File: config.mk
export PLATFORM = sky130hd
export DESIGN_NAME = pbcs_core
export DESIGN_NICKNAME = d
export VERILOG_FILES = /design/src/common/pbcs_pkg.sv /design/src/core/pbcs_core.sv /design/src/core/pbcs_sync.sv
export SDC_FILE = /design/constraint.sdc
export NUM_CORES = 1
export LEC_CHECK = 0
export ABC_AREA = 1
export BUFFER_PORTS_ARGS = -buffer_cell sky130_fd_sc_hd__buf_2
export CAP_MARGIN = 20
export CORE_MARGIN = 2
export CORE_UTILIZATION = 28
export DETAILED_ROUTE_END_ITERATION = 7
export GPL_TIMING_DRIVEN = 0
export PLACE_DENSITY = 0.53
export SETUP_SLACK_MARGIN = 0.4
export SYNTH_ARGS = -nofsm -noshare
export SYNTH_HDL_FRONTEND = slang
export SYNTH_SLANG_ARGS = --single-unit
File: constraint.sdc
create_clock -name clock -period 1.2 [get_ports clock]
set_clock_uncertainty 0.1 [all_clocks]
set_input_delay 0.3 -clock clock [delete_from_list [all_inputs] [get_ports clock]]
set_output_delay 0.3 -clock clock [all_outputs]
set_load 0.03 [all_outputs]
File: src/common/pbcs_pkg.sv
// Package for the processor bus cycle signalling block.
// Assumes a single local bus clock; no software-visible registers.

package pbcs_pkg;

	// ---------------------------------------------------------------
	// Transfer size encoding
	// ---------------------------------------------------------------
	localparam logic [1:0] SIZE_WORD = 2'h0;
	localparam logic [1:0] SIZE_BYTE = 2'h1;
	localparam logic [1:0] SIZE_HALF = 2'h2;
	localparam logic [1:0] SIZE_LINE = 2'h3;

	// ---------------------------------------------------------------
	// Widths and reset values
	// ---------------------------------------------------------------
	localparam int          TC_W        = 4;
	localparam int          LANE_W      = 4;
	localparam logic [3:0]  TC_RESET    = 4'h0;
	localparam logic [3:0]  LANES_NONE  = 4'h0;
	localparam logic [3:0]  LANES_ALL   = 4'hf;
	localparam logic [1:0]  PORT_32     = 2'h0;
	localparam logic [1:0]  PORT_16     = 2'h1;
	localparam logic [1:0]  PORT_8      = 2'h2;

	// ---------------------------------------------------------------
	// Master cycle states
	// ---------------------------------------------------------------
	typedef enum logic [2:0] {
		M_IDLE  = 3'b001,
		M_START = 3'b010,
		M_WAIT  = 3'b100
	} pbcs_mstate_t;

	// ---------------------------------------------------------------
	// Slave cycle states
	// ---------------------------------------------------------------
	typedef enum logic [2:0] {
		S_IDLE = 3'b001,
		S_BUSY = 3'b010,
		S_ACK  = 3'b100
	} pbcs_sstate_t;

endpackage : pbcs_pkg

File: src/core/pbcs_core.sv
// Processor bus cycle signals: reset out, direction, size, acknowledge,
// and transaction code, in both master and slave roles.
// Assumes the bus partner runs on this same clock; pins still pass two
// flops, pin-level tristate is resolved outside from the enables.
// Notes on behaviour
// Local reset clears local-side logic only
// Reset out on PCI reset or soft reset
// Direction high read, low write, address timing
// Drive direction only as master, else input
// Byte lanes from size, address, port width
// Size both bits set means line burst
// Drive transaction code only as master
// Slave samples code at qualified start edge
// Master code comes from target image field
// Size codes: word, byte, half, line/reserved
// Start strobe lasts exactly one clock
// Slave acks, negates before release; retry both
// Partner logic synchronous to local clock
// Reset out held until both sources idle

`timescale 1ns/1ps
`default_nettype none

module pbcs_core #(
	parameter int TC_W   = pbcs_pkg::TC_W,
	parameter int LANE_W = pbcs_pkg::LANE_W
) (
	// Clock, enable, resets
	input  wire logic              clock,
	input  wire logic              rst_b,
	input  wire logic              clk_en,
	input  wire logic              local_reset_in_n,
	input  wire logic              pci_reset_n,
	input  wire logic              soft_reset,
	output var  logic              local_reset_out_n_oe,
	// Master request from bridge core
	input  wire logic              mst_req,
	input  wire logic              mst_read,
	input  wire logic [1:0]        mst_size,
	input  wire logic [TC_W-1:0]   image_tc,
	output var  logic              mst_done,
	output var  logic              mst_err,
	// Master pins
	output var  logic              transfer_start_n_o,
	output var  logic              transfer_start_n_oe,
	output var  logic              rw_o,
	output var  logic              rw_oe,
	output var  logic [1:0]        transfer_size_o,
	output var  logic              transfer_size_oe,
	output var  logic [TC_W-1:0]   transaction_code_bus_o,
	output var  logic              transaction_code_bus_oe,
	input  wire logic              transfer_ack_n_i,
	input  wire logic              transfer_error_ack_n_i,
	// Slave pins and lane inputs
	input  wire logic              slv_sel,
	input  wire logic              transfer_start_n_i,
	input  wire logic              rw_i,
	input  wire logic [1:0]        transfer_size_i,
	input  wire logic [TC_W-1:0]   transaction_code_bus_i,
	input  wire logic [1:0]        addr_lo,
	input  wire logic [1:0]        port_width,
	output var  logic              slave_ack_n_o,
	output var  logic              slave_ack_n_oe,
	output var  logic              transfer_error_ack_n_o,
	output var  logic              transfer_error_ack_n_oe,
	// Slave side to bridge core
	input  wire logic              slv_ready,
	input  wire logic              slv_retry,
	output var  logic              slv_start,
	output var  logic              slv_read,
	output var  logic              slv_burst,
	output var  logic [TC_W-1:0]   slv_tc,
	output var  logic [LANE_W-1:0] slv_lanes
);
	// ---------------------------------------------------------------
	// Byte lane decode
	// ---------------------------------------------------------------
	function automatic logic [LANE_W-1:0] lanes_f(
		input logic [1:0] siz, a, pw
	);
		logic [LANE_W-1:0] m;
		m = pbcs_pkg::LANES_NONE;
		case (siz)
			pbcs_pkg::SIZE_BYTE: m = LANE_W'(1) << a;
			pbcs_pkg::SIZE_HALF: m = a[1] ? LANE_W'(12) : LANE_W'(3);
			default:             m = pbcs_pkg::LANES_ALL;
		endcase
		// Narrow ports carry everything on their upper lanes
		if (pw == pbcs_pkg::PORT_16)
			m = a[1] ? (m & LANE_W'(12)) : LANE_W'(12);
		else if (pw == pbcs_pkg::PORT_8)
			m = LANE_W'(8);
		return m;
	endfunction : lanes_f

	// ---------------------------------------------------------------
	// Synchronisers for pins
	// ---------------------------------------------------------------
	logic lrst_s, prst_s, ts_s, ta_s, tea_s;
	pbcs_sync u_s_lrst (.clock(clock), .rst_b(rst_b), .clk_en(clk_en),
		.d(local_reset_in_n), .q(lrst_s));
	pbcs_sync u_s_prst (.clock(clock), .rst_b(rst_b), .clk_en(clk_en),
		.d(pci_reset_n), .q(prst_s));
	pbcs_sync u_s_ts (.clock(clock), .rst_b(rst_b), .clk_en(clk_en),
		.d(transfer_start_n_i), .q(ts_s));
	pbcs_sync u_s_ta (.clock(clock), .rst_b(rst_b), .clk_en(clk_en),
		.d(transfer_ack_n_i), .q(ta_s));
	pbcs_sync u_s_tea (.clock(clock), .rst_b(rst_b), .clk_en(clk_en),
		.d(transfer_error_ack_n_i), .q(tea_s));
	// Qualifier bits arrive with the start strobe; delay them to match
	logic [1:0]      rw_d_reg, siz_d0_reg, siz_d1_reg;
	logic [TC_W-1:0] tc_d0_reg, tc_d1_reg;
	logic [1:0]      a_d0_reg, a_d1_reg, sel_d_reg;
	always_ff @(posedge clock or negedge rst_b) begin
		if (!rst_b) begin
			rw_d_reg   <= 2'h0;
			siz_d0_reg <= pbcs_pkg::SIZE_WORD;
			siz_d1_reg <= pbcs_pkg::SIZE_WORD;
			tc_d0_reg  <= pbcs_pkg::TC_RESET;
			tc_d1_reg  <= pbcs_pkg::TC_RESET;
			a_d0_reg   <= 2'h0;
			a_d1_reg   <= 2'h0;
			sel_d_reg  <= 2'h0;
		end else if (clk_en) begin
			rw_d_reg   <= {rw_d_reg[0], rw_i};
			siz_d0_reg <= transfer_size_i;
			siz_d1_reg <= siz_d0_reg;
			tc_d0_reg  <= transaction_code_bus_i;
			tc_d1_reg  <= tc_d0_reg;
			a_d0_reg   <= addr_lo;
			a_d1_reg   <= a_d0_reg;
			sel_d_reg  <= {sel_d_reg[0], slv_sel};
		end
	end
	// Local-side reset: clocked entry and release via synchroniser.
	// PCI configuration state lives elsewhere and never sees this.
	logic lrst_n;
	assign lrst_n = rst_b & lrst_s;

	// ---------------------------------------------------------------
	// Reset output
	// ---------------------------------------------------------------
	logic rsto_next;
	always_comb begin
		rsto_next = local_reset_out_n_oe;
		if (clk_en)
			rsto_next = !prst_s || soft_reset;
	end
	always_ff @(posedge clock or negedge rst_b) begin
		if (!rst_b)
			local_reset_out_n_oe <= 1'b1;
		else
			local_reset_out_n_oe <= rsto_next;
	end

	// ---------------------------------------------------------------
	// Master cycle
	// ---------------------------------------------------------------
	pbcs_pkg::pbcs_mstate_t m_reg, m_next;
	logic            ts_next, own_next, rw_next, done_next, err_next;
	logic [1:0]      siz_next;
	logic [TC_W-1:0] tc_next;
	always_comb begin
		m_next    = m_reg;
		ts_next   = 1'b1;
		own_next  = transfer_size_oe;
		rw_next   = rw_o;
		siz_next  = transfer_size_o;
		tc_next   = transaction_code_bus_o;
		done_next = 1'b0;
		err_next  = 1'b0;
		case (m_reg)
			pbcs_pkg::M_IDLE: begin
				// Line code is reserved as master; downgrade to word
				if (mst_req) begin
					m_next   = pbcs_pkg::M_START;
					ts_next  = 1'b0;
					own_next = 1'b1;
					rw_next  = mst_read;
					siz_next = (mst_size == pbcs_pkg::SIZE_LINE) ?
						pbcs_pkg::SIZE_WORD : mst_size;
					tc_next  = image_tc;
				end
			end
			pbcs_pkg::M_START: m_next = pbcs_pkg::M_WAIT;
			pbcs_pkg::M_WAIT: begin
				if (!ta_s || !tea_s) begin
					m_next    = pbcs_pkg::M_IDLE;
					own_next  = 1'b0;
					done_next = 1'b1;
					err_next  = !tea_s;
				end
			end
			default: m_next = pbcs_pkg::M_IDLE;
		endcase
	end
	// Enable gates the whole bank so pins and pulses freeze together
	always_ff @(posedge clock or negedge lrst_n) begin
		if (!lrst_n) begin
			m_reg                   <= pbcs_pkg::M_IDLE;
			transfer_start_n_o      <= 1'b1;
			transfer_start_n_oe     <= 1'b0;
			rw_o                    <= 1'b1;
			rw_oe                   <= 1'b0;
			transfer_size_o         <= pbcs_pkg::SIZE_WORD;
			transfer_size_oe        <= 1'b0;
			transaction_code_bus_o  <= pbcs_pkg::TC_RESET;
			transaction_code_bus_oe <= 1'b0;
			mst_done                <= 1'b0;
			mst_err                 <= 1'b0;
		end else if (clk_en) begin
			m_reg                   <= m_next;
			transfer_start_n_o      <= ts_next;
			transfer_start_n_oe     <= own_next;
			rw_o                    <= rw_next;
			rw_oe                   <= own_next;
			transfer_size_o         <= siz_next;
			transfer_size_oe        <= own_next;
			transaction_code_bus_o  <= tc_next;
			transaction_code_bus_oe <= own_next;
			mst_done                <= done_next;
			mst_err                 <= err_next;
		end
	end

	// ---------------------------------------------------------------
	// Slave cycle
	// ---------------------------------------------------------------
	pbcs_pkg::pbcs_sstate_t s_reg, s_next;
	logic            st_next, ack_next, tea_next, soe_next;
	logic            sr_next, sb_next;
	logic [TC_W-1:0] stc_next;
	logic [LANE_W-1:0] ln_next;
	always_comb begin
		s_next   = s_reg;
		st_next  = 1'b0;
		ack_next = 1'b1;
		tea_next = 1'b1;
		soe_next = slave_ack_n_oe;
		sr_next  = slv_read;
		sb_next  = slv_burst;
		stc_next = slv_tc;
		ln_next  = slv_lanes;
		case (s_reg)
			pbcs_pkg::S_IDLE: begin
				soe_next = 1'b0;
				if (!ts_s && sel_d_reg[1] && !transfer_start_n_oe) begin
					s_next   = pbcs_pkg::S_BUSY;
					st_next  = 1'b1;
					sr_next  = rw_d_reg[1];
					sb_next  = siz_d1_reg == pbcs_pkg::SIZE_LINE;
					stc_next = tc_d1_reg;
					ln_next  = lanes_f(siz_d1_reg, a_d1_reg,
						port_width);
				end
			end
			pbcs_pkg::S_BUSY: begin
				if (slv_ready || slv_retry) begin
					s_next   = pbcs_pkg::S_ACK;
					ack_next = 1'b0;
					tea_next = !slv_retry;
					soe_next = 1'b1;
				end
			end
			pbcs_pkg::S_ACK: begin
				// Drive high one cycle before letting go of the line
				s_next   = pbcs_pkg::S_IDLE;
				soe_next = 1'b1;
			end
			default: s_next = pbcs_pkg::S_IDLE;
		endcase
	end
	always_ff @(posedge clock or negedge lrst_n) begin
		if (!lrst_n) begin
			s_reg                   <= pbcs_pkg::S_IDLE;
			slv_start               <= 1'b0;
			slave_ack_n_o           <= 1'b1;
			slave_ack_n_oe          <= 1'b0;
			transfer_error_ack_n_o  <= 1'b1;
			transfer_error_ack_n_oe <= 1'b0;
			slv_read                <= 1'b0;
			slv_burst               <= 1'b0;
			slv_tc                  <= pbcs_pkg::TC_RESET;
			slv_lanes               <= pbcs_pkg::LANES_NONE;
		end else if (clk_en) begin
			s_reg                   <= s_next;
			slv_start               <= st_next;
			slave_ack_n_o           <= ack_next;
			slave_ack_n_oe          <= soe_next;
			transfer_error_ack_n_o  <= tea_next;
			transfer_error_ack_n_oe <= soe_next;
			slv_read                <= sr_next;
			slv_burst               <= sb_next;
			slv_tc                  <= stc_next;
			slv_lanes               <= ln_next;
		end
	end
endmodule : pbcs_core

`default_nettype wire

File: src/core/pbcs_sync.sv
// Two-flop synchroniser, one bit wide, for pins entering the clock domain.
// Assumes the clock enable freezes it like all other state.

`timescale 1ns/1ps
`default_nettype none

module pbcs_sync (
	// Clock and reset
	input  wire logic clock,
	input  wire logic rst_b,
	input  wire logic clk_en,
	// Data
	input  wire logic d,
	output var  logic q
);

	logic meta_reg;
	logic meta_next;
	logic q_next;

	always_comb begin
		meta_next = clk_en ? d : meta_reg;
		q_next    = clk_en ? meta_reg : q;
	end

	// Reset value high: the pins we carry are idle high
	always_ff @(posedge clock or negedge rst_b) begin
		if (!rst_b) begin
			meta_reg <= 1'b1;
			q        <= 1'b1;
		end else begin
			meta_reg <= meta_next;
			q        <= q_next;
		end
	end

endmodule : pbcs_sync

`default_nettype wire

==> impl_metrics.csv, run 1 <==
group,metric,value,unit
sta,whs,-0.208,ns
clock_network,cts_tree,"done",
clock_network,cts_max_level,3,
synth,synth_xor_area_frac,0,
floorplanning,rows,35,
floorplanning,initial_core_util,0.290,
synth,synthMuxAreaShare,0,
synth,synth_area_per_cell,8.67,sq um
floorplanning,dieArea,10400,sq um
routing,drt_wl_total,6.92,mm
synth,ys.warnings.count,0,
setup_path,crit_required,0.80,ns
synth,synth_cells,311,
routing,drtIter0Drc,90,
setup_path,worstSetupEndpointType,"primary output",
pwr,leakage,2.06,nW
final_layout,nNetsFinal,450,
sta,timing.setup.tns,-7.26,ns
final_layout,mostFrequentLayoutCells,"nand2_1 (126), buf_6 (42), buf_2 (29)",
global_route,grt_pass1_wl,11.1,mm
flow_run,cap_violations,0,
global_route,met2_usage,0.218,
setup_path,worstPathCellList,"buf_4 > buf_6",
synth,synth_top_family_by_area,"simple AND/OR/NAND/NOR gates",
setup_path,cp.arrival,1.04,ns
pwr,power_density,2160,nW/um^2
routing,wl_per_cell,12.6,um
global_route,grt_use_met3,0.0451,
final_layout,fin_area,4150,sq um
final_layout,area_growth,53.9,%
final_layout,antenna_cells,0,
global_route,track_usage,0.141,
routing,viasPerCell,4.18,
sta,fmax,695,MHz
clock_network,clock_sinks,62,
global_route,grt_use_met1,0.190,
synth,syn-num-nets,345,
global_route,grt_max_degree,33,
synth,synth-simple-area-share,0.268,
sta,post-route-period-util,1.20,
synth,yosys.area.top_type,"dfrtp_1",
final_layout,utilization,0.447,
sta,worst_slew_pin_slew,0.424,ns
outcome,status,"finished, violations left",
synth,ys_types,24,
pwr,total_power,8.95,mW
synth,yosysSeqAreaShare,0.583,
global_route,grt-ovfl-total,0,
floorplanning,core-area,9280,sq um
sta,hold_viol,20,
synth,synth_seq_cells,62,
clock_network,clockRootBuffer,"clkbuf_8",
routing,antenna_left,0,
clock_network,clk_latency,0.34,ns
outcome,violations,"negative hold slack, negative setup slack",
sta,slew_violations,0,
global_route,grt_busiest_layer,"met2",
floorplanning,die_w,102,um
placed_design,placedInstanceArea,3290,sq um
final_layout,final_common_cell,"nand2_1",
floorplanning,die_h,102,um
global_route,antenna_found_initial,0,
sta,slew_headroom,0.717,
pwr,ir_worst_vdd,0.000679,V
sta,fin_crit,1.44,ns
final_layout,layout-drive-gt1-share,0.520,
clock_network,clk_pin_slew,0.07,ns
floorplanning,pin_count,61,
placed_design,gp_congestion,0.684,
placed_design,dp_hpwl,4.29,mm
routing,firstDrtPassIters,4,
sta,setup_ws,-0.238,ns
min_path,worstHoldPathType,"in -> async",
setup_path,cp_slowest_stage_delay,0.43,ns
setup_path,worst_path_max_delay_cell,"dfrtp_2",
synth,synth-adder-area-share,0.0139,
synth,synth-compound-area-share,0.0622,
synth,netlist.area_leader.share,0.418,
routing,drc,0,
placed_design,port_buffers,59,
routing,vias,2299,
setup_path,r2r_slack,-0.21,ns
clock_network,cts_buffers,9,
sta,setup_viol,55,
synth,post_synth_instance_area,2700,sq um
setup_path,worst-setup-path-type,"reg -> out",
setup_path,cp-start-kind,"register",
clock_network,cts.path.max_buffers,2,
global_route,grt_pass1_vias,2213,
synth,synthTopCellsByArea,"dfrtp_1 (42%), nand2_1 (20%), dfstp_2 (17%)",
sta,grt_setup_unrepaired,"yes",
setup_path,path_max_fanout,5,
cells by family (layout without fill, tap and decap cells):
group / after synthesis / count (layout)
simple gates: 175 / 176
flops: 62 / 62
buf+inv: 41 / 150
compound gates: 30 / 30
fa+ha+maj: 3 / 3
worst max-delay path: cells and delay by family (launching register included):
kind,cells,cell delay (ns)
buffers and inverters,2,0.27
flip-flops,1,0.43
cell type report:
class	count	area, sq um
inverter	28	124
clock inverter	4	47.5
fill	931	5130
timing repair buffer	91	823
sequential	62	1600
buffer	13	154
timing repair inverter	2	15.0
tap	129	161
multi-input combinational	209	1090
clock buffer	12	135
metrics by stage:
step | cells | worst slack [ns]
global route | 550 | -0.275
global placement | 499 | -0.507
CTS | 538 | -0.255
detailed placement | 499 | -0.534
finish | 550 | -0.238
floorplan | 311 | -0.106
synth_stat cells:
| master | instances |
|---|---|
| nand3_2 | 2 |
| nor2_1 | 9 |
| buf_4 | 5 |
| ha_1 | 3 |
| nor2_4 | 2 |
| o21ai_0 | 20 |
| clkbuf_1 | 1 |
| nand2_4 | 1 |
| buf_8 | 1 |
| nand3b_1 | 1 |
| dfrtp_1 | 45 |
| inv_2 | 2 |
| dfstp_2 | 17 |
| nand2_1 | 143 |
| inv_4 | 2 |
| buf_2 | 6 |
| nand2_2 | 1 |
| o22a_1 | 1 |
| nand4_1 | 3 |
| o21ai_2 | 3 |
| o22ai_1 | 2 |
| nand3_1 | 13 |
| inv_1 | 24 |
| a21oi_1 | 4 |
report_power, final:
group	internal, mW	switching [mW]
Clock	0.955	0.812
Sequential	2.75	0.460
Combinational	1.87	2.10
routing by layer:
layer  part of all wire  vias to the layer above
li1                   -                     1175
met1               0.47                     1082
met2               0.48                       36
met3              0.036                        6
met4              0.012                        0
met5                  0                        -
worst paths after layout:
kind / to / from / depth (start not counted)
worst max-delay path: transfer_start_n_oe / transaction_code_bus_oe / 2
worst min-delay path: tc_d0_reg[0] / rst_b / 1
worst max register to register: slv_read / transaction_code_bus_oe / 8
worst min register to register: u_s_prst.meta_reg / u_s_prst.meta_reg / 2
max in group asynchronous: rw_o / u_s_lrst.q / 3
min in group clock: u_s_prst.meta_reg / pci_reset_n / 3
timing repair:
item	CTS	global route
resized for setup	92	27
buffers inserted	18	11
endpoints found under the hold margin	20	20
gates cloned	5	1
endpoints found under the setup margin	99	105
pin swaps	17	18
No activity file was read; power rests on OpenSTA's default activity.
==> run 2: changes to the inputs <==
--- a/config.mk
+++ b/config.mk
@@ -5,14 +5,15 @@
 export SDC_FILE = /design/constraint.sdc
 export NUM_CORES = 1
 export LEC_CHECK = 0
-export ABC_AREA = 1
 export BUFFER_PORTS_ARGS = -buffer_cell sky130_fd_sc_hd__buf_2
 export CAP_MARGIN = 20
+export CELL_PAD_IN_SITES_DETAIL_PLACEMENT = 1
+export CELL_PAD_IN_SITES_GLOBAL_PLACEMENT = 1
 export CORE_MARGIN = 2
 export CORE_UTILIZATION = 28
 export DETAILED_ROUTE_END_ITERATION = 7
 export GPL_TIMING_DRIVEN = 0
-export PLACE_DENSITY = 0.53
+export PLACE_DENSITY = 0.62
 export SETUP_SLACK_MARGIN = 0.4
 export SYNTH_ARGS = -nofsm -noshare
 export SYNTH_HDL_FRONTEND = slang
==> impl_metrics.csv, run 2 <==
group,metric,value,unit
sta,post-route-period-util,1.26,
synth,synth_seq_cells,62,
global_route,antenna_found_initial,0,
sta,hold_viol,20,
clock_network,clk_latency,0.34,ns
final_layout,num-fill-cells,964,
routing,wl_per_cell,15.9,um
min_path,worstHoldPathType,"in -> async",
pwr,ir_worst_vdd,0.000783,V
pwr,leakage,1.99,nW
routing,drc,0,
setup_path,regToRegStartpoint,"transaction_code_bus_oe",
sta,setup_viol,59,
routing,vias,1969,
synth,yosysSeqAreaShare,0.590,
clock_network,clock_sinks,62,
pwr,intPower,5.32,mW
synth,yosys_most_used_dff,"dfrtp_1",
floorplanning,initial_core_util,0.289,
synth,synth_area_per_cell,13.2,sq um
final_layout,multiInputGateArea,1240,sq um
sta,worst_slew_pin_slew,0.412,ns
final_layout,area_growth,60.3,%
clock_network,clk_pin_slew,0.07,ns
routing,antenna_left,0,
final_layout,fin_area,4280,sq um
floorplanning,dieArea,10300,sq um
routing,firstDrtPassIters,4,
synth,ys.warnings.count,0,
final_layout,layout-drive-gt1-share,0.741,
synth,yosys.area.top_type,"dfrtp_1",
floorplanning,die_h,102,um
synth,netlist.area_leader.share,0.422,
setup_path,timing.rr.end,"slv_tc[3]",
setup_path,cp.arrival,1.64,ns
sta,slew_headroom,0.725,
setup_path,crit_required,1.33,ns
pwr,clkPwrFrac,0.223,
floorplanning,rows,35,
sta,slew_violations,0,
synth,ys_top_cells_by_count,"dfrtp_1 (45), mux2_2 (37), dfstp_2 (17), nand2_1 (10), o21ai_0 (10)",
sta,grt_setup_unrepaired,"yes",
pwr,p_seq_frac,0.380,
sta,whs,-0.212,ns
sta,setup_ws,-0.312,ns
routing,drt_wl_total,7.03,mm
final_layout,fin_cells,442,
final_layout,antenna_cells,0,
flow_run,cap_violations,0,
synth,syn-num-nets,236,
clock_network,cts.path.max_buffers,2,
floorplanning,die_w,102,um
setup_path,cp-start-kind,"register",
outcome,status,"finished, violations left",
final_layout,nNetsFinal,342,
final_layout,regArea,1600,sq um
global_route,grt_max_degree,34,
synth,async_reset_ff_frac,1.00,
placed_design,port_buffers,59,
setup_path,worst-setup-path-type,"reg -> reg",
synth,post_synth_instance_area,2670,sq um
placed_design,placedInstanceArea,3380,sq um
floorplanning,pin_count,61,
synth,synthTopCellsByArea,"dfrtp_1 (42%), dfstp_2 (17%), mux2_2 (16%)",
routing,viasPerCell,4.45,
global_route,track_usage,0.141,
setup_path,r2r_slack,-0.31,ns
setup_path,worstSetupEndpointType,"register",
synth,synth_edf_count,0,
sta,fin_crit,1.51,ns
pwr,power_switching,2.63,mW
pwr,power_density,1860,nW/um^2
setup_path,rr_worst_depth,4,
synth,ys_types,40,
sta,fmax,661,MHz
clock_network,cts_tree,"done",
global_route,grt-ovfl-total,0,
final_layout,mostFrequentLayoutCells,"buf_6 (45), mux2_4 (37), buf_2 (29)",
clock_network,cts_max_level,3,
setup_path,crit_path_end,"slv_tc[3]",
outcome,violations,"negative hold slack, negative setup slack",
clock_network,cts_buffers,9,
routing,drtIter0Drc,37,
final_layout,final_common_cell,"buf_6",
synth,synth_cells,202,
synth,synth_most_common_cell,"dfrtp_1",
setup_path,timing.critical_path.from,"transaction_code_bus_oe",
global_route,grt_pass1_vias,2036,
pwr,swShare,0.331,
placed_design,dpl.cell_count,390,
clock_network,clockRootBuffer,"clkbuf_8",
pwr,pwr-share-comb,0.398,
setup_path,path_max_fanout,9,
placed_design,gp_congestion,0.774,
placed_design,dp_hpwl,4.18,mm
floorplanning,core-area,9240,sq um
global_route,grt_pass1_wl,10.8,mm
==> run 2: power by group through the flow <==
stage	registers, mW	clock network [mW]	logic (mW)
after detailed placement	3.01	0	2.17
after CTS	3.02	1.82	3.03
after floorplan	3.56	0	0.983
after global placement	2.98	0	2.14
after global routing	3.09	1.93	3.36
final	3.02	1.77	3.17
==> run 2: routing by layer <==
metal	wire (um)	track usage	vias to the layer above
li1	-	-	921
met5	0	0	-
met3	254	0.0393	9
met1	3080	0.182	999
met2	3600	0.226	40
met4	91	0.0541	0
==> run 2: worst min-delay path by stage <==
| stage | endpoint | start | cells after the start | slack, ns |
|---|---|---|---|---|
| final | tc_d0_reg[2] | rst_b | 1 | -0.21 |
| after detailed placement | tc_d0_reg[2] | rst_b | 1 | 0.30 |
| after global routing | sel_d_reg[0] | rst_b | 1 | -0.21 |
| after global placement | sel_d_reg[0] | rst_b | 1 | 0.30 |
| after CTS | rw_d_reg[0] | rst_b | 1 | -0.21 |
| after floorplan | a_d0_reg[0] | rst_b | 0 | -0.1 |
==> run 2: kinds of logic after synthesis <==
logic type      count (synthesis)  synth area share
mux                            40             0.173
fa+ha+maj                       3            0.0141
flops                          62             0.590
compound gates                 34            0.0812
simple gates                   42             0.100
buf+inv                        21            0.0417
==> run 2: worst max-delay path, stage by stage, from the launching register on <==
cell	delay [ns]
dfrtp_2	0.45
and4bb_4	0.34
nand2_4	0.07
buf_8	0.15
mux2_4	0.29
==> run 2: area by class of cell <==
type                    count  area share
plain buffers              13      0.0433
clock buffers              11      0.0307
clock inverters             5      0.0117
inverters                   8     0.00761
multi-input cells         120       0.291
flip-flops and latches     62       0.374
well taps                 129      0.0378
repair buffers             94       0.204
==> run 2: repair_timing <==
| action | CTS | global route |
|---|---|---|
| pin swaps | 8 | 8 |
| cloned | 2 | 0 |
| resized for setup | 85 | 30 |
| hold endpoints to repair | 20 | 20 |
| setup buffers | 21 | 13 |
| setup endpoints to repair | 120 | 121 |
==> run 2: per-stage QoR <==
step                      power (mW)  setup WS, ns  TNS (ns)  utilization  hold slack [ns]
after detailed placement        5.18        -0.450    -18.03        0.366            0.305
after global placement          5.12        -0.433    -16.66        0.366            0.296
after global routing            8.38        -0.347    -11.83        0.463           -0.206
after floorplan                 4.55        -0.328     -4.16            -          -0.0956
after CTS                       7.87        -0.325     -9.70        0.441           -0.208
final                           7.96        -0.312     -9.26        0.463           -0.212
